**config.mk**
```make
export PLATFORM = sky130hd
export DESIGN_NAME = pdc_top
export DESIGN_NICKNAME = d
export VERILOG_FILES = /design/src/pdc_pkg.sv /design/src/pdc_top.sv
export SDC_FILE = /design/constraint.sdc
export NUM_CORES = 1
export LEC_CHECK = 0
export CAP_MARGIN = 20
export CORE_ASPECT_RATIO = 0.7
export CORE_UTILIZATION = 57
export DETAILED_ROUTE_END_ITERATION = 12
export DONT_BUFFER_PORTS = 1
export PLACE_DENSITY = 0.74
export SYNTH_ARGS = -nofsm -noshare
export SYNTH_HDL_FRONTEND = slang
export SYNTH_SLANG_ARGS = --single-unit
```
**constraint.sdc**
```tcl
create_clock -name clk -period 1.9 [get_ports clk]
set_input_delay 0.095 -clock clk [delete_from_list [all_inputs] [get_ports clk]]
set_output_delay 0.095 -clock clk [all_outputs]
set_load 0.03 [all_outputs]
```
**src/pdc_pkg.sv**
```systemverilog
package pdc_pkg;

    // Register indices as printed; byte address is four times the index
    localparam logic [9:0] PDC_IDX_POWER_CONTROL = 10'h087;
    localparam logic [9:0] PDC_IDX_IO_CONTROL = 10'h0F8;
    localparam logic [9:0] PDC_IDX_TIMER_VALUE = 10'h100;
    localparam logic [9:0] PDC_IDX_MODE_STATUS = 10'h101;
    localparam logic [11:0] PDC_ADDR_POWER_CONTROL = 12'h21C;
    localparam logic [11:0] PDC_ADDR_IO_CONTROL = 12'h3E0;
    localparam logic [11:0] PDC_ADDR_TIMER_VALUE = 12'h400;
    localparam logic [11:0] PDC_ADDR_MODE_STATUS = 12'h404;

    // Power control fields
    localparam int PDC_PC_IDLE = 0;
    localparam int PDC_PC_SOFT_PD = 1;
    localparam int PDC_PC_RESUME = 5;
    localparam int PDC_PC_HARD_EN = 6;

    // I/O control fields
    localparam int PDC_IO_FLOAT = 0;
    localparam int PDC_IO_HIZ_P1 = 1;
    localparam int PDC_IO_WEAK_PU = 4;
    localparam int PDC_IO_RX_ERR = 5;
    localparam int PDC_IO_CHAIN = 6;
    localparam logic [7:0] PDC_IO_WR_MASK = 8'h5F;

    // Reset values
    localparam logic [7:0] PDC_RST_POWER_CONTROL = 8'h00;
    localparam logic [7:0] PDC_RST_IO_CONTROL = 8'h00;
    localparam logic [31:0] PDC_RST_TIMER = 32'h0000_0000;

    typedef enum logic [1:0] {
        PDC_RUN = 2'b00,
        PDC_IDLE = 2'b01,
        PDC_SOFT_PD = 2'b10,
        PDC_HARD_PD = 2'b11
    } pdc_mode_e;

    // Pin-level control handed to the port pad logic
    typedef struct packed {
        logic drive_one;
        logic float_out;
        logic [2:0] hiz_in;
        logic weak_pullup_only;
    } pdc_port_ctl_s;

    // Restart requests handed to the instruction sequencer
    typedef struct packed {
        logic restart_zero;
        logic to_vector;
        logic resume_next;
    } pdc_restart_s;

endpackage

```
**src/pdc_top.sv**
```systemverilog
// Decided for this implementation: the APB slave port.
`timescale 1ns/1ps
// Summary of operation
// - Idle bit stops execution, oscillator keeps running
// - Soft power-down bit stops execution and oscillator
// - Enabled hard power-down entered on power-fail falling edge
// - Reset ends every mode, restart at zero
// - Interrupt ends idle/soft, vector or resume
// - Timers 0/1 count external ticks while stopped
// - I/O bit 0 floats ports in power-down
// - I/O bits 1-3 make ports high-impedance inputs
// - I/O bit 4 leaves only weak pull-up
// - Overrun or framing error sets receive error flag
// - I/O bit 6 chains timers into 32 bits
// - Reset drives all ports to one directly
// - Resume select bit 5, hard enable bit 6
module pdc_top
    import pdc_pkg::*;
(
    input wire logic clk,
    input wire logic rst,
    input wire logic psel,
    input wire logic penable,
    input wire logic pwrite,
    input wire logic [11:0] paddr,
    input wire logic [31:0] pwdata,
    output logic [31:0] prdata,
    output logic pready,
    output logic pslverr,
    input wire logic port3_bit5,
    input wire logic ext_irq,
    input wire logic serial_irq,
    input wire logic timer0_ext_tick,
    input wire logic timer1_ext_tick,
    input wire logic rx_overrun,
    input wire logic rx_framing_err,
    output logic cpu_run_en,
    output logic osc_run,
    output pdc_mode_e power_mode,
    output pdc_restart_s restart,
    output pdc_port_ctl_s port_ctl
);

    pdc_mode_e mode_q, mode_d;
    logic [7:0] pwr_ctl_q, pwr_ctl_d;
    logic [7:0] io_ctl_q, io_ctl_d;
    logic [31:0] tmr_q, tmr_d;
    logic pf_prev_q;
    logic boot_q;
    pdc_restart_s rs_q, rs_d;
    logic rdy_q, rdy_d;
    logic [31:0] rdata_q, rdata_d;
    logic err_q, err_d;
    logic acc, wr_en, mapped, tmr_wake, wake, pf_fall, stopped;
    logic [16:0] sum_lo, sum_hi;
    logic [32:0] sum_all;

    // Bus decode; one wait state keeps read data registered
    assign acc = psel && penable;
    assign wr_en = acc && pwrite && rdy_q;
    assign mapped = (paddr == PDC_ADDR_POWER_CONTROL) ||
                    (paddr == PDC_ADDR_IO_CONTROL) ||
                    (paddr == PDC_ADDR_TIMER_VALUE) ||
                    (paddr == PDC_ADDR_MODE_STATUS);
    assign pready = rdy_q;
    assign prdata = rdata_q;
    assign pslverr = err_q;

    always_comb begin
        rdy_d = acc && !rdy_q;
        rdata_d = rdata_q;
        err_d = 1'b0;
        if (acc && !rdy_q) begin
            err_d = !mapped;
            case (paddr)
                PDC_ADDR_POWER_CONTROL: rdata_d = {24'h000000, pwr_ctl_q};
                PDC_ADDR_IO_CONTROL: rdata_d = {24'h000000, io_ctl_q};
                PDC_ADDR_TIMER_VALUE: rdata_d = tmr_q;
                PDC_ADDR_MODE_STATUS: rdata_d = {30'h00000000, mode_q};
                default: rdata_d = 32'h0000_0000;
            endcase
        end
    end

    always_ff @(posedge clk) begin
        if (rst) begin
            rdy_q <= 1'b0;
            rdata_q <= 32'h0000_0000;
            err_q <= 1'b0;
        end else begin
            rdy_q <= rdy_d;
            rdata_q <= rdata_d;
            err_q <= err_d;
        end
    end

    // External-tick timers; they run off their own ticks so a stopped
    // oscillator does not freeze them
    assign sum_lo = {1'b0, tmr_q[15:0]} + 17'h00001;
    assign sum_hi = {1'b0, tmr_q[31:16]} + 17'h00001;
    assign sum_all = {1'b0, tmr_q} + 33'h000000001;

    always_comb begin
        tmr_d = tmr_q;
        tmr_wake = 1'b0;
        if (io_ctl_q[PDC_IO_CHAIN]) begin
            if (timer0_ext_tick) begin
                tmr_d = sum_all[31:0];
                tmr_wake = sum_all[32];
            end
        end else begin
            if (timer0_ext_tick) begin
                tmr_d[15:0] = sum_lo[15:0];
                tmr_wake = sum_lo[16];
            end
            if (timer1_ext_tick) begin
                tmr_d[31:16] = sum_hi[15:0];
                tmr_wake = tmr_wake || sum_hi[16];
            end
        end
    end

    // Wake sources and power-fail edge
    assign wake = ext_irq || serial_irq || tmr_wake;
    assign pf_fall = pf_prev_q && !port3_bit5;
    assign stopped = (mode_q == PDC_SOFT_PD) || (mode_q == PDC_HARD_PD);

    // Mode sequencer; a write only arms the bit, entry follows the
    // completed write so the writing access finishes first
    always_comb begin
        mode_d = mode_q;
        pwr_ctl_d = pwr_ctl_q;
        rs_d = '0;
        if (wr_en && paddr == PDC_ADDR_POWER_CONTROL) begin
            pwr_ctl_d = pwdata[7:0];
        end
        case (mode_q)
            PDC_RUN: begin
                if (pwr_ctl_q[PDC_PC_HARD_EN] && pf_fall) begin
                    mode_d = PDC_HARD_PD;
                end else if (pwr_ctl_q[PDC_PC_SOFT_PD]) begin
                    mode_d = PDC_SOFT_PD;
                end else if (pwr_ctl_q[PDC_PC_IDLE]) begin
                    mode_d = PDC_IDLE;
                end
            end
            PDC_IDLE, PDC_SOFT_PD: begin
                if (pwr_ctl_q[PDC_PC_HARD_EN] && pf_fall) begin
                    mode_d = PDC_HARD_PD;
                end else if (wake) begin
                    mode_d = PDC_RUN;
                    pwr_ctl_d[PDC_PC_IDLE] = 1'b0;
                    pwr_ctl_d[PDC_PC_SOFT_PD] = 1'b0;
                    rs_d.resume_next = pwr_ctl_q[PDC_PC_RESUME];
                    rs_d.to_vector = !pwr_ctl_q[PDC_PC_RESUME];
                end
            end
            PDC_HARD_PD: begin
                mode_d = PDC_HARD_PD; // Only reset leaves it
            end
            default: mode_d = PDC_RUN;
        endcase
    end

    // Register update; reset ends every mode
    always_ff @(posedge clk) begin
        if (rst) begin
            mode_q <= PDC_RUN;
            pwr_ctl_q <= PDC_RST_POWER_CONTROL;
            rs_q <= '0;
            pf_prev_q <= 1'b1;
            boot_q <= 1'b1;
            tmr_q <= PDC_RST_TIMER;
        end else begin
            mode_q <= mode_d;
            pwr_ctl_q <= pwr_ctl_d;
            rs_q <= rs_d;
            pf_prev_q <= port3_bit5;
            boot_q <= 1'b0;
            tmr_q <= tmr_d;
        end
    end

    // I/O control; the error flag is sticky and a fresh error beats a clear
    always_comb begin
        io_ctl_d = io_ctl_q;
        if (wr_en && paddr == PDC_ADDR_IO_CONTROL) begin
            io_ctl_d = pwdata[7:0] & PDC_IO_WR_MASK;
        end
        if (rx_overrun || rx_framing_err) begin
            io_ctl_d[PDC_IO_RX_ERR] = 1'b1;
        end
    end

    always_ff @(posedge clk) begin
        if (rst) begin
            io_ctl_q <= PDC_RST_IO_CONTROL;
        end else begin
            io_ctl_q <= io_ctl_d;
        end
    end

    // Outputs; reset reaches all port controls except weak_pullup_only without waiting on the clock
    assign cpu_run_en = (mode_q == PDC_RUN) && !rst;
    assign osc_run = !stopped;
    assign power_mode = mode_q;
    assign restart.restart_zero = boot_q;
    assign restart.to_vector = rs_q.to_vector;
    assign restart.resume_next = rs_q.resume_next;
    assign port_ctl.drive_one = rst;
    assign port_ctl.float_out = io_ctl_q[PDC_IO_FLOAT] && stopped
                                && !rst;
    assign port_ctl.hiz_in = rst ? 3'h0 : io_ctl_q[PDC_IO_HIZ_P1 +: 3];
    assign port_ctl.weak_pullup_only = io_ctl_q[PDC_IO_WEAK_PU];

    a_idle_entry: assert property (@(posedge clk) disable iff (rst)
        (mode_q == PDC_RUN && pwr_ctl_q[PDC_PC_IDLE]
         && !pwr_ctl_q[PDC_PC_SOFT_PD]
         && !(pwr_ctl_q[PDC_PC_HARD_EN] && pf_fall))
        |=> (mode_q == PDC_IDLE && osc_run && !cpu_run_en))
        else $error("idle not entered");

    a_idle_osc: assert property (@(posedge clk) disable iff (rst)
        (mode_q == PDC_IDLE) |-> (osc_run && !cpu_run_en))
        else $error("idle mode clock or execution wrong");

    a_soft_entry: assert property (@(posedge clk) disable iff (rst)
        (mode_q == PDC_RUN && pwr_ctl_q[PDC_PC_SOFT_PD] && !pf_fall)
        |=> (mode_q == PDC_SOFT_PD && !osc_run))
        else $error("soft power-down not entered");

    a_hard_entry: assert property (@(posedge clk) disable iff (rst)
        (mode_q != PDC_HARD_PD && pwr_ctl_q[PDC_PC_HARD_EN]
         && $fell(port3_bit5) && !$past(rst))
        |=> mode_q == PDC_HARD_PD)
        else $error("hard power-down missed");

    a_hard_stopped: assert property (@(posedge clk) disable iff (rst)
        (mode_q == PDC_HARD_PD) |-> (!osc_run && !cpu_run_en))
        else $error("hard power-down left clock or execution on");

    a_hard_hold: assert property (@(posedge clk) disable iff (rst)
        (mode_q == PDC_HARD_PD) |=> (mode_q == PDC_HARD_PD))
        else $error("hard power-down left without reset");

    a_reset_restart: assert property (@(posedge clk)
        rst |=> (mode_q == PDC_RUN && restart.restart_zero))
        else $error("reset did not restart");

    a_wake_path: assert property (@(posedge clk) disable iff (rst)
        ((mode_q == PDC_IDLE || mode_q == PDC_SOFT_PD) && wake && !pf_fall)
        |=> (mode_q == PDC_RUN && !pwr_ctl_q[PDC_PC_IDLE]
             && restart.resume_next == $past(pwr_ctl_q[PDC_PC_RESUME])
             && restart.to_vector != restart.resume_next))
        else $error("wake path wrong");

    a_wake_pulse: assert property (@(posedge clk) disable iff (rst)
        (restart.to_vector || restart.resume_next)
        |=> !(restart.to_vector || restart.resume_next))
        else $error("restart request longer than one cycle");

    a_power_write: assert property (@(posedge clk) disable iff (rst)
        (psel && penable && pready && pwrite
         && paddr == PDC_ADDR_POWER_CONTROL)
        |=> (pwr_ctl_q[PDC_PC_RESUME] == $past(pwdata[PDC_PC_RESUME])
             && pwr_ctl_q[PDC_PC_HARD_EN] == $past(pwdata[PDC_PC_HARD_EN])))
        else $error("power control field not stored");

    a_rx_err_set: assert property (@(posedge clk) disable iff (rst)
        (rx_overrun || rx_framing_err) |=> io_ctl_q[PDC_IO_RX_ERR])
        else $error("receive error flag not set");

    a_err_sticky: assert property (@(posedge clk) disable iff (rst)
        (io_ctl_q[PDC_IO_RX_ERR]
         && !(wr_en && paddr == PDC_ADDR_IO_CONTROL))
        |=> io_ctl_q[PDC_IO_RX_ERR])
        else $error("receive error flag lost");

    a_chain_count: assert property (@(posedge clk) disable iff (rst)
        (io_ctl_q[PDC_IO_CHAIN] && timer0_ext_tick)
        |=> tmr_q == $past(tmr_q) + 32'h0000_0001)
        else $error("chained counter wrong");

    a_chain_hold: assert property (@(posedge clk) disable iff (rst)
        (io_ctl_q[PDC_IO_CHAIN] && !timer0_ext_tick) |=> $stable(tmr_q))
        else $error("chained counter moved without tick");

    a_split_count: assert property (@(posedge clk) disable iff (rst)
        (!io_ctl_q[PDC_IO_CHAIN] && timer0_ext_tick)
        |=> tmr_q[15:0] == $past(tmr_q[15:0]) + 16'h0001)
        else $error("timer 0 did not count its tick");

    a_port_reset: assert property (@(posedge clk) disable iff (1'b0)
        rst |-> (port_ctl.drive_one && !port_ctl.float_out))
        else $error("ports not forced high in reset");

    a_hiz_reset: assert property (@(posedge clk) disable iff (1'b0)
        rst |-> (port_ctl.hiz_in == 3'h0 && !cpu_run_en))
        else $error("ports not released to output in reset");

    a_port_float: assert property (@(posedge clk) disable iff (rst)
        port_ctl.float_out == (io_ctl_q[PDC_IO_FLOAT] && !osc_run))
        else $error("float control wrong");

endmodule

```
# Word level (Yosys, flattened, before mapping)
# Cells that the tools add are included.
[op_classes]
n_addsub = 3
n_mul = 0
n_div = 0
magnitude_cmp = 0
n_eq_ne = 10
n_shift = 0
n_mux = 24
bitwise = 3
n_reduce_logical = 33
[op_table]
columns = ["operator", "n"]
rows = [
  ["32-bit case mux with 4 select lines", 1],
  ["32-bit two-way mux", 2],
  ["16-bit by 1-bit adder with 17-bit output, second input constant", 2],
  ["32-bit by 1-bit adder with 33-bit output, second input constant", 1],
  ["16-bit two-way mux", 2],
  ["12-bit by 10-bit equality test with 1-bit output, second input constant", 2],
  ["12-bit by 11-bit equality test with 1-bit output, second input constant", 2],
  ["2-bit two-way mux", 9],
  ["1-bit logical AND", 11],
  ["1-bit logical OR", 8],
  ["1-bit two-way mux", 7],
  ["1-bit zero test", 6],
  ["6-bit two-way mux", 1],
  ["2-bit case mux with 3 select lines", 1],
  ["2-bit equality test, second input constant", 2],
  ["4-bit inequality test, second input constant", 1],
  ["2-bit AND reduction", 2],
  ["2-bit nonzero test", 2],
  ["2-bit OR reduction", 2],
  ["4-bit OR reduction", 1],
  ["3-bit two-way mux", 1],
  ["3-bit inequality test, second input constant", 1],
  ["1-bit inverter", 3],
  ["2-bit by 1-bit equality test with 1-bit output, second input constant", 1],
  ["other kinds (2)", 2],
]
[word_totals]
reg_bits = 87
latchBits = 0
ramBits = 0
romBits = 0
in_bits = 56
out_inout_bits = 47
memories = 0

# Depth between registers and ports, before layout
# Gate-level depths: netlist of run 1.
[logic_depth]
depth_word = 10
ltp_mapped = 7

# Worst setup path before layout of run 1
# No wires, ideal clock.
[synth_timing]
path_kind = "input to register"
from = "in paddr[11]"
to = "reg pwr_ctl_q[0]"
setup_time_ns = 0.130
arrival_ns = 1.726
t_required_ns = 1.770
slack_ns = 0.044
cell_stages = 5
path_buffers = 0
path_cell_list = "or3_4 > or3_4 > nor4_4 > mux2i_1 > nor3_2"
[synth_via]
elab_chain_cells = 6
[synth_lines]
columns = ["element", "line_no", "text"]
rows = [
  ["from (decl)", "pdc_top.sv:25", "input wire logic [11:0] paddr,"],
  ["12-bit by 10-bit equality test with 1-bit output *", "pdc_top.sv:134", "if (wr_en && paddr == PDC_ADDR_POWER_CONTROL) begin"],
  ["1-bit logical AND *", "pdc_top.sv:134", ""],
  ["2-bit two-way mux *", "pdc_top.sv:134", ""],
  ["2-bit two-way mux", "pdc_top.sv:150", "end else if (wake) begin"],
  ["2-bit two-way mux", "pdc_top.sv:148", "if (pwr_ctl_q[PDC_PC_HARD_EN] && pf_fall) begin"],
  ["2-bit two-way mux *", "pdc_top.sv:137", "case (mode_q)"],
  ["to (signal assigned)", "pdc_top.sv:176", "pwr_ctl_q <= pwr_ctl_d;"],
  ["to (decl)", "pdc_top.sv:45", "logic [7:0] pwr_ctl_q, pwr_ctl_d;"],
]
# Every way passes the cells marked *; elsewhere a longest branch is shown, timed or not.
# A chain may end at the register's enable or synchronous reset.

# Worst setup path in the final report of run 1
[layout_timing]
from = "reg tmr_q[0]"
to = "reg tmr_q[31]"
[layout_via]
elab_chain_cells = 3
[layout_lines]
columns = ["element", "line_no", "text"]
rows = [
  ["from (decl)", "pdc_top.sv:47", "logic [31:0] tmr_q, tmr_d;"],
  ["from (signal assigned)", "pdc_top.sv:180", "tmr_q <= tmr_d;"],
  ["32-bit by 1-bit adder with 33-bit output", "pdc_top.sv:101", "assign sum_all = {1'b0, tmr_q} + 33'h000000001;"],
  ["32-bit two-way mux", "pdc_top.sv:107", "if (timer0_ext_tick) begin"],
  ["32-bit two-way mux", "pdc_top.sv:106", "if (io_ctl_q[PDC_IO_CHAIN]) begin"],
]
# No other way between the ends. The select of a mux whose other input is x is not followed.

==> results of run 1 <==
-- layer usage --
layer,vias to the layer above,share of wire (%),GRT usage (%)
li1,1674,-,-
met1,1667,45,39.7
met2,164,44,41.1
met3,29,8.5,7.41
met4,0,2.5,10.5
met5,-,0,0
-- sequential cells by signal, indices dropped and copies added (netlist names) --
signal,cells
power_mode,2
pready,1
pslverr,1
pwr_ctl_q,8
io_ctl_q,7
prdata,32
boot_q,1
restart,2
pf_prev_q,1
tmr_q,32
-- through the flow --
| stage | cells | hold slack [ns] | util, % | setup slack [ns] | power, mW |
|---|---|---|---|---|---|
| detailed placement | 549 | 0.132 | 64.9 | -0.0310 | 2.08 |
| finish | 583 | 0.0152 | 72.9 | -0.00365 | 3.43 |
| CTS | 580 | 0.00224 | 71.0 | 0.000528 | 3.43 |
| floorplan | 446 | 0.123 | - | 0.0437 | 2.05 |
| global route | 583 | 0.0120 | 72.9 | -0.0779 | 3.55 |
| global placement | 549 | 0.131 | 64.9 | 0.0356 | 2.07 |
-- power by group --
part | internal (mW) | switching, mW | leakage, nW
logic | 0.0984 | 0.145 | 0.766
clock network | 0.650 | 0.669 | 0.0993
registers | 1.84 | 0.0280 | 0.706
-- final timing paths --
path | end | startpoint
worst max-delay path | tmr_q[31] | tmr_q[0]
worst min-delay path | power_mode[0] | rst
worst min register to register | pwr_ctl_q[4] | pwr_ctl_q[4]
worst max register to register | tmr_q[31] | tmr_q[0]
-- timing repair --
item | CTS | global route
endpoints found under the hold margin | 81 | 0
endpoints found under the setup margin | 5 | 19
buffers inserted | 1 | 3
pin swaps | 1 | 9
cloned | 0 | 0
hold buffers | 14 | 0
gates resized for setup | 3 | 24
-- cell families after synthesis --
group,synth area share (%)
AOI/OAI and AO/OA,12.7
buffers and inverters,3.87
and+or+nand+nor,27.0
muxes,5.34
DFF,45.6
xor gates and xnor gates,3.44
adders and majority gates,1.97
-- cell usage in the layout, fill, tap and decap left out, types with 4 or more instances in the layout --
cell            n
buf_4          41
dlygate4sd3_1  13
o31ai_1         7
xor2_1         11
nand4_1        10
clkbuf_8       10
nand2_1        51
or4_1           7
nor4_1          5
xnor2_1         4
nand2b_1        7
mux2i_1        17
dfxtp_1        81
or2_2           4
nor2_1         39
ha_1            5
o21ai_0        13
a222oi_1        7
o21ai_1         6
a21oi_1        41
nor2b_1         5
inv_1          10
or3_1          10
nand3_1        35
dfxtp_2         4
-- Yosys cell counts, types with 3 or more instances --
| library cell | instances | area share, % |
|---|---|---|
| nor2b_1 | 6 | 0.98 |
| o21ai_0 | 13 | 1.7 |
| nand2b_1 | 7 | 1.1 |
| mux2_2 | 3 | 0.88 |
| nor3b_1 | 4 | 0.79 |
| nor2_1 | 40 | 3.9 |
| xor2_1 | 11 | 2.5 |
| nand2_1 | 51 | 5.0 |
| buf_4 | 3 | 0.59 |
| ha_1 | 6 | 2.0 |
| nor4_1 | 8 | 1.3 |
| a21oi_1 | 43 | 5.6 |
| or4_1 | 7 | 1.4 |
| mux2i_1 | 17 | 4.5 |
| a222oi_1 | 7 | 1.8 |
| or3_1 | 10 | 1.6 |
| nand4_1 | 10 | 1.6 |
| or2_2 | 4 | 0.66 |
| clkbuf_1 | 22 | 2.2 |
| dfxtp_1 | 87 | 46 |
| nor3_1 | 3 | 0.39 |
| and4_1 | 3 | 0.69 |
| nand3_1 | 36 | 4.7 |
| o31ai_1 | 7 | 1.4 |
| xnor2_1 | 4 | 0.92 |
| o21ai_1 | 6 | 0.79 |
| inv_1 | 10 | 0.98 |
-- worst min-delay path, cell delays in order --
cell,delay [ns]
o22ai_1,0.08
nand2_1,0.07
mux2i_1,0.07
-- area by class of cell --
| class | instances | area, um^2 |
|---|---|---|
| sequential | 87 | 1750 |
| timing repair buffer | 56 | 477 |
| tap | 91 | 114 |
| fill | 462 | 1720 |
| inverter | 10 | 37.5 |
| multi-input combinational | 323 | 2030 |
| clock buffer | 10 | 138 |
| clock inverter | 6 | 67.6 |
==> impl_summary.txt, run 1 <==
----------------------------------------------------
[Finish]
  Finished Cell Area ... 4620 um^2
  Number of nets in the layout ... 549
  Area added between synthesis and finish ... 21.0%
  Fraction of final layout cells sized beyond drive strength 1 ... 18.9%
  Count of antenna diodes in the layout ... 0

[Place]
  Detailed Place HPWL ... 6190 um
  I/O Buffers ... 0
  Post-placement cell area ... 4110 um^2
  Final weighted congestion in routability-driven placement ... 0.834

[Setup path]
  Launching element type of the critical path ... flop
  Data required time of the critical path ... 2.18 ns
  Ordered list of cells on the worst path ... buf_6 > and4_4 > nor3b_4 > a41oi_1 > buf_4 > or4_1 > a21oi_1
  Reg-to-reg slack, setup ... -0.004 ns
  Critical path depth in cells ... 7
  Kind of cell with the highest combined delay on the critical path ... simple AND/OR/NAND/NOR gates
  Worst path max stage delay ... 0.41 ns
  Reg2Reg Depth ... 7
  Worst path arrival time ... 2.18 ns
  Largest driver fanout on the critical path ... 12
  Crit Path Class ... flop to flop
  Max stage delay cell, worst path ... or4_1
  Critical Path End Type ... flop
  Critical path buffers and inverters ... 2

[Drt]
  Detailed-routing iteration count for the pre-antenna-repair pass ... 5
  Residual antenna-violating net count after detailed routing ... 0
  Routed wirelength normalized by instance count ... 16.9 um
  Number of vias per cell ... 6.06
  Final routed wirelength across all metal layers ... 9870 um
  Routed vias ... 3534
  Drt first-iter violations ... 368
  DRC viols ... 0

[Logic synthesis]
  Post-synthesis register bit count ... 87
  Cells after synthesis ... 446
  Number of warning messages in the yosys log ... 0
  Average cell area after synthesis ... 8.56 um^2
  Part of the Yosys area used for sequential elements ... 45.6%
  Net Count, Synth ... 508
  Number of distinct standard cells referenced by the synthesized netlist ... 43
  Most used flip-flop cell after synthesis ... dfxtp_1
  Post-Synthesis Cell Area ... 3820 um^2
  Share of async-settable or async-resettable flops after synthesis ... 0%
  Post-synth EDFFs ... 0

[Power and ir drop]
  Leak Pwr ... 1.57 nW
  VDD IR max ... 0.000687 V
  Pwr dens ... 743 nW/um^2

[Hold path]
  Hold-critical path depth ... 3
  Class of the most critical hold timing path ... input port to flop

[CTS]
  Clk sinks ... 87
  Clock network latency to the later pin of the worst-skew pair ... 0.35 ns
  Root buf cell ... clkbuf_8
  TritonCTS clock tree ... done
  CTS buffer count ... 9
  Max H-tree Level ... 3
  Clock transition at path regs ... 0.08 ns
  Buffer levels on the longest clock path ... 2

[Floorplan]
  Initial standard-cell utilization of the core ... 60.3%
  Std-Cell Core Area ... 6340 um^2
  Overall die area ... 7040 um^2
  Die height ... 70.5 um
  Std cell rows ... 24
  Num ports ... 103
  Die X-Extent ... 99.8 um

[Timing]
  Relative slew slack ... 41.1%
  Highest clock frequency the design can meet ... 0.525 GHz
  RSZ-0062 raised after global routing ... yes
  Accumulated negative setup slack ... -0.00365 ns
  Worst slew pin tran ... 0.876 ns
  Slew Viols, Final ... 0
  Slack of the critical path ... -0.00365 ns
  Clock skew after layout ... 0.00583 ns
  Shortest clock period the worst path allows after layout ... 1.90 ns
  Period utilisation layout ... 100%
  Final setup violation count ... 1
  Final hold violation count ... 0

[Global route]
  Number of global-route vias before repair ... 3139
  Total Routing Usage GR ... 28.2%
  Global-route wire length before repair ... 15400 um
  Pin count of the biggest net entering global routing ... 81
  Number of antenna violations at the first check in global routing ... 0
  Leftover overflow at the end of global routing ... 0

[Status]
  Violations in the final reports ... setup timing
  Status ... finished, violations left

[Run]
  Total of max-cap violations ... 0

----------------------------------------------------
Note: power is estimated with default switching activity, not from simulation.
==> run 2, diff against run 1 <==
- ABC_AREA: default -> 1
==> run 2 against run 1 <==
Against the previous run:
- the flow now finishes without violations
- design area is 3.7% higher
- final cell count is 25% higher
- clock skew is 0.014 ns higher
- synthesized area is 13% higher
- via count is 17% higher
- hold slack better by 0.032 ns
- total power is 4.7% higher
- highest routed layer unchanged
==> impl_summary.txt, run 2 <==
----------------------------------------------------
[Timing]
  RSZ-0062 raised after global routing ... no
  Clock skew after layout ... 0.0197 ns (+0.0139 ns)
  Worst hold slack after final layout ... 0.0473 ns (+0.0321 ns)
  Highest clock frequency the design can meet ... 0.583 GHz (+11%)
  Slew Viols, Final ... 0 (unchanged)
  Period utilisation layout ... 90.3% (-9.9 points)
  Final hold violation count ... 0 (unchanged)
  Accumulated negative setup slack ... 0 ns (+0.00365 ns)
  Relative slew slack ... 46.8% (+5.7 points)
  Worst slew pin tran ... 0.797 ns (-0.0786 ns)
  Shortest clock period the worst path allows after layout ... 1.72 ns (-0.188 ns)
  Final setup violation count ... 0 (-1)

[Global route]
  Total Routing Usage GR ... 27.7% (-0.49 points)
  Leftover overflow at the end of global routing ... 0 (unchanged)
  Pin count of the biggest net entering global routing ... 58 (-28%)
  Number of antenna violations at the first check in global routing ... 0 (unchanged)
  Global-route wire length before repair ... 17000 um (+11%)
  Number of global-route vias before repair ... 3659 (+17%)

[Drt]
  Final routed wirelength across all metal layers ... 10600 um (+7.8%)
  Routed vias ... 4126 (+17%)
  Drt first-iter violations ... 288 (-22%)
  DRC viols ... 0 (unchanged)
  Routed wirelength normalized by instance count ... 14.6 um (-14%)
  Detailed-routing iteration count for the pre-antenna-repair pass ... 5 (unchanged)
  Residual antenna-violating net count after detailed routing ... 0 (unchanged)
  Number of vias per cell ... 5.67 (-6.5%)

[Setup path]
  Critical Path End Type ... flop
  Worst path arrival time ... 2.01 ns (-0.17 ns)
  RR Endpoint ... restart[1]
  Launching element type of the critical path ... flop
  Critical path buffers and inverters ... 0 (-2)
  Reg-to-reg slack, setup ... 0.18 ns (+0.19 ns)
  Reg2Reg Depth ... 9 (+2)
  Max stage delay cell, worst path ... dfxtp_1
  Worst path max stage delay ... 0.43 ns (+0.02 ns)
  Largest driver fanout on the critical path ... 4 (-8)
  FF-to-FF Start ... tmr_q[0]
  Crit Path Class ... flop to flop
  Most common cell on crit path ... nor2_1
  Kind of cell with the highest combined delay on the critical path ... simple AND/OR/NAND/NOR gates
  Ordered list of cells on the worst path ... ha_1 > nand3_1 > nor2_2 > nand4_1 > nor2_1 > nor2_1 > nand2_1 > nand3_1 > nor2_1
  Data required time of the critical path ... 2.20 ns (+0.02 ns)

[Logic synthesis]
  Part of the Yosys area used for sequential elements ... 40.2% (-5.4 points)
  Post-synthesis register bit count ... 87 (unchanged)
  Post-synth EDFFs ... 0 (unchanged)
  Post-Synthesis Cell Area ... 4330 um^2 (+13%)
  Synth area leaders ... dfxtp_1 (40%), nand2_1 (10%), a21oi_1 (6.9%)
  Number of warning messages in the yosys log ... 0 (unchanged)
  Most used standard cells in the synthesized netlist ... nand2_1 (121), dfxtp_1 (87), nor2_1 (80)
  Number of distinct standard cells referenced by the synthesized netlist ... 46 (+7.0%)
  Area share of the largest cell type after synthesis ... 40.2% (-5.4 points)
  Cells after synthesis ... 611 (+37%)
  Dominant cell by count in the synthesized netlist ... nand2_1
  Share of async-settable or async-resettable flops after synthesis ... 0% (unchanged)
  Net Count, Synth ... 673 (+32%)
  Biggest area consumer among synthesized cells ... dfxtp_1
  Most used flip-flop cell after synthesis ... dfxtp_1
  Average cell area after synthesis ... 7.09 um^2 (-17%)

[Floorplan]
  Std cell rows ... 26 (+8.3%)
  Die X-Extent ... 106 um (+6.4%)
  Overall die area ... 7960 um^2 (+13%)
  Std-Cell Core Area ... 7320 um^2 (+16%)
  Num ports ... 103 (unchanged)
  Die height ... 75.0 um (+6.3%)
  Initial standard-cell utilization of the core ... 59.2% (-1.1 points)

[Finish]
  Area added between synthesis and finish ... 10.5%
  Fraction of final layout cells sized beyond drive strength 1 ... 11.6% (-7.3 points)
  Count of antenna diodes in the layout ... 0 (unchanged)
  Most common library cell in the layout ignoring fill and taps ... nand2_1
  Commonest non-fill, non-tap cells in the layout ... nand2_1 (121), dfxtp_1 (87), nor2_1 (79)
  Number of nets in the layout ... 687 (+25%)

[CTS]
  Buffer levels on the longest clock path ... 2 (unchanged)
  TritonCTS clock tree ... done
  Clock transition at path regs ... 0.09 ns (about the same)
  Max H-tree Level ... 3 (unchanged)
  CTS buffer count ... 9 (unchanged)
  Root buf cell ... clkbuf_8
  Post-CTS repair timing setup buffer count ... 0 (-1)
  Clock network latency to the later pin of the worst-skew pair ... 0.36 ns (about the same)
  Clk sinks ... 87 (unchanged)
  CTS-repair resized insts ... 0 (-3)

[Power and ir drop]
  VDD IR max ... 0.000400 V (-42%)
  Leak Pwr ... 1.74 nW (+11%)
  Pwr dens ... 750 nW/um^2 (+0.93%)

[Place]
  Final weighted congestion in routability-driven placement ... 0.951 (+14%)
  I/O Buffers ... 0 (unchanged)
  Detailed Place HPWL ... 7550 um (+22%)

[Hold path]
  Endpoint, Worst Hold ... tmr_q[16]
  Class of the most critical hold timing path ... input port to flop
  Hold-critical path depth ... 3 (unchanged)
  Min-Delay Startpoint ... timer1_ext_tick

[Status]
  Status ... finished, final reports clean

[Run]
  Total of max-cap violations ... 0 (unchanged)

----------------------------------------------------
## run 2: cell count changes after synthesis, moves of 8 or more
cell,change
nor2_1,+40
nand2_1,+70
or3_1,-8
a21oi_1,+17
nand3_1,+17
inv_1,+46
mux2i_1,-17
o21ai_0,+17
xor2_1,-10
clkbuf_1,-8
a211oi_1,+8
## run 2: worst max-delay path by stage
| stage | from | endpoint | slack, ns | cells after the start |
|---|---|---|---|---|
| 2_1_floorplan | power_mode[0] | port_ctl[4] | 0.18 | 4 |
| 3_3_place_gp | tmr_q[16] | restart[0] | 0.28 | 9 |
| 3_5_place_dp | tmr_q[0] | restart[1] | 0.23 | 9 |
| 4_1_cts | tmr_q[0] | restart[1] | 0.22 | 9 |
| 5_1_grt | tmr_q[16] | tmr_q[22] | 0.02 | 10 |
| 6_report | tmr_q[0] | restart[1] | 0.18 | 9 |
## run 2: layer usage
metal / up-vias / GRT usage, % / wire length, um
li1: 2048 / - / -
met1: 1915 / 38.0 / 5090
met2: 148 / 42.3 / 4580
met3: 15 / 8.23 / 836
met4: 0 / 8.64 / 130
met5: - / 0 / 0
## run 2: worst register-to-register path: stages (launching register included)
cell	delay, ns
dfxtp_1	0.43
ha_1	0.20
nand3_1	0.11
nor2_2	0.17
nand4_1	0.17
nor2_1	0.15
nor2_1	0.08
nand2_1	0.11
nand3_1	0.11
nor2_1	0.13
## run 2: metrics by stage
stage / cell area (um^2) / cells / total power [mW] / setup WS (ns) / utilization (%)
floorplan: 4330 / 611 / 2.25 / 0.183 / -
global placement: 4440 / 698 / 2.32 / 0.278 / 60.7
detailed placement: 4440 / 698 / 2.33 / 0.225 / 60.7
CTS: 4790 / 728 / 3.61 / 0.216 / 65.4
global route: 4790 / 728 / 3.75 / 0.0231 / 65.4
finish: 4790 / 728 / 3.59 / 0.185 / 65.4
## run 2: logic make-up after synthesis
family,count (synthesis),share of synthesized area (%)
AOI/OAI and AO/OA,116,14.9
and+or+nand+nor,312,34.3
buffers and inverters,88,8.49
DFF,87,40.2
adders and majority gates,6,1.73
xor gates and xnor gates,2,0.404
## run 2: what timing repair did
item | in CTS | in global routing
setup endpoints to repair | 0 | 0
hold buffers | 14 | 0
hold endpoints to repair | 63 | 0
## run 2: cell type report
| type | count | area (um^2) |
|---|---|---|
| clock inverter | 5 | 38.8 |
| fill | 667 | 2530 |
| clock buffer | 11 | 151 |
| multi-input combinational | 436 | 2230 |
| inverter | 65 | 248 |
| timing repair buffer | 26 | 260 |
| sequential | 87 | 1740 |
| tap | 98 | 123 |
## run 2: report_power, final
part,internal (mW),leakage [nW],switching [mW],total (mW)
clock network,0.557,0.0963,0.688,1.24
registers,1.86,0.703,0.0448,1.90
logic,0.149,0.941,0.298,0.447
==> run 3, diff against run 2 <==
- CORE_ASPECT_RATIO: 0.7 -> default
==> run 3 against run 2 <==
Against the previous run:
- final cell count unchanged
- non-clock buffer count unchanged
- die area about the same
- total power up 1.3%
- register-to-register slack worse by 0.03 ns
- highest routed layer unchanged
- global-route usage up 0.079 points
==> impl_summary.txt, run 3 (same netlist as run 2, synthesis figures left out) <==
----------------------------------------------------
[Power and ir drop]
  VDD IR max ... 0.000558 V (+40%)
  Overall power consumption ... 3.64 mW (+1.3%)
  Pwr dens ... 758 nW/um^2 (+1.1%)
  Leak Pwr ... 1.74 nW (about the same)

[Finish]
  Final Instance Count excl. Fillers ... 728 (unchanged)
  Fraction of final layout cells sized beyond drive strength 1 ... 11.6% (+0.018 points)
  Commonest non-fill, non-tap cells in the layout ... nand2_1 (121), dfxtp_1 (86), nor2_1 (79)
  Most common library cell in the layout ignoring fill and taps ... nand2_1
  Number of nets in the layout ... 687 (unchanged)
  Finished Cell Area ... 4800 um^2 (+0.18%)
  Layout filler cell count ... 683 (+2.4%)
  Area added between synthesis and finish ... 10.7%
  Count of antenna diodes in the layout ... 0 (unchanged)

[Place]
  Detailed Place HPWL ... 7480 um (-0.96%)
  I/O Buffers ... 0 (unchanged)
  Placed cell count ... 699 (+0.14%)
  Worst setup slack before clock tree synthesis ... 0.176 ns (-0.0491 ns)
  Final weighted congestion in routability-driven placement ... 0.932 (-2.0%)
  Post-placement cell area ... 4440 um^2 (about the same)

[Floorplan]
  Std cell rows ... 31 (+19%)
  Die height ... 89.2 um (+19%)
  Overall die area ... 7960 um^2 (about the same)
  Std-Cell Core Area ... 7290 um^2 (-0.38%)
  Die X-Extent ... 89.2 um (-16%)
  Num ports ... 103 (unchanged)
  Initial standard-cell utilization of the core ... 59.4% (+0.22 points)

[Timing]
  Final setup violation count ... 0 (unchanged)
  Worst slew pin tran ... 0.824 ns (+0.0267 ns)
  Shortest clock period the worst path allows after layout ... 1.75 ns (+0.0343 ns)
  RSZ-0062 raised after global routing ... no
  Final hold violation count ... 0 (unchanged)
  Slack of the critical path ... 0.150 ns (-0.0343 ns)
  Highest clock frequency the design can meet ... 0.572 GHz (-2.0%)
  Clock skew after layout ... 0.00640 ns (-0.0133 ns)
  Period utilisation layout ... 92.1% (+1.8 points)
  Accumulated negative setup slack ... 0 ns (unchanged)
  Relative slew slack ... 45.0% (-1.8 points)
  Slew Viols, Final ... 0 (unchanged)

[Status]
  Status ... finished, final reports clean

[Drt]
  Number of vias per cell ... 5.59 (-1.4%)
  Routed vias ... 4069 (-1.4%)
  Detailed-routing iteration count for the pre-antenna-repair pass ... 5 (unchanged)
  Drt first-iter violations ... 264 (-8.3%)
  Routed wirelength normalized by instance count ... 14.4 um (-1.4%)
  Residual antenna-violating net count after detailed routing ... 0 (unchanged)
  Final routed wirelength across all metal layers ... 10500 um (-1.4%)
  DRC viols ... 0 (unchanged)

[Setup path]
  Critical Path End Type ... flop
  Largest driver fanout on the critical path ... 4 (unchanged)
  Data required time of the critical path ... 2.20 ns (about the same)
  Reg2Reg Depth ... 9 (unchanged)
  Launching element type of the critical path ... flop
  Crit Path Class ... flop to flop
  Worst path arrival time ... 2.05 ns (+0.04 ns)

[CTS]
  Buffer levels on the longest clock path ... 2 (unchanged)
  Clock network latency to the later pin of the worst-skew pair ... 0.36 ns (about the same)
  CTS buffer count ... 9 (unchanged)
  Clock transition at path regs ... 0.08 ns (about the same)
  Max H-tree Level ... 3 (unchanged)
  Clk sinks ... 87 (unchanged)
  Root buf cell ... clkbuf_8
  TritonCTS clock tree ... done

[Global route]
  Leftover overflow at the end of global routing ... 0 (unchanged)
  Global-route wire length before repair ... 16800 um (-1.2%)
  Pin count of the biggest net entering global routing ... 58 (unchanged)
  Number of antenna violations at the first check in global routing ... 0 (unchanged)
  Total Routing Usage GR ... 27.8% (+0.079 points)
  Number of global-route vias before repair ... 3664 (+0.14%)

[Hold path]
  Class of the most critical hold timing path ... input port to flop
  Hold-critical path depth ... 3 (unchanged)

[Run]
  Total of max-cap violations ... 0 (unchanged)

----------------------------------------------------
run 3: final timing paths:
kind	startpoint	slack [ns]	endpoint
setup / recovery	tmr_q[0]	0.15	restart[1]
hold / removal	timer1_ext_tick	0.01	tmr_q[16]
setup reg to reg	tmr_q[0]	0.15	restart[1]
hold reg to reg	pwr_ctl_q[5]	0.44	restart[1]
run 3: where the power goes:
group,switching (mW),total [mW],leakage (nW),internal (mW)
registers,0.0437,1.90,0.703,1.86
logic,0.288,0.437,0.941,0.148
clock network,0.666,1.30,0.0944,0.636
run 3: per-layer routing:
| layer | share of wire (%) | GRT usage (%) | vias up |
|---|---|---|---|
| li1 | - | - | 2045 |
| met4 | 1.0 | 8.23 | 0 |
| met5 | 0 | 0 | - |
| met3 | 5.9 | 6.28 | 11 |
| met1 | 46 | 36.6 | 1901 |
| met2 | 47 | 45.5 | 112 |
run 3: repair_timing:
item,in CTS,in global routing
hold endpoints to repair,63,0
buffers inserted,0,0
setup endpoints to repair,0,1
resized for setup,0,1
hold buffers,14,0
run 3: worst max-delay path, stage by stage (launching register included):
cell	delay, ns
dfxtp_1	0.41
ha_1	0.19
nand3_1	0.12
nor2_2	0.18
nand4_1	0.18
nor2_1	0.17
nor2_1	0.08
nand2_1	0.12
nand3_1	0.11
nor2_1	0.14
run 3: area by class of cell:
class / instances / area, um^2 / area share [%]
multi-input cells: 436 / 2230 / 46.4
flip-flops and latches: 87 / 1740 / 36.3
repair buffers: 26 / 260 / 5.42
inverters: 65 / 248 / 5.16
clock buffers: 10 / 138 / 2.87
well taps: 99 / 124 / 2.58
clock inverters: 5 / 58.8 / 1.23
run 3: per-stage QoR:
step / util (%) / hold slack, ns
after floorplan: - / 0.123
after global placement: 60.9 / 0.126
after detailed placement: 60.9 / 0.126
after CTS: 65.8 / 0.0154
after global routing: 65.8 / 0.0401
final: 65.8 / 0.0134
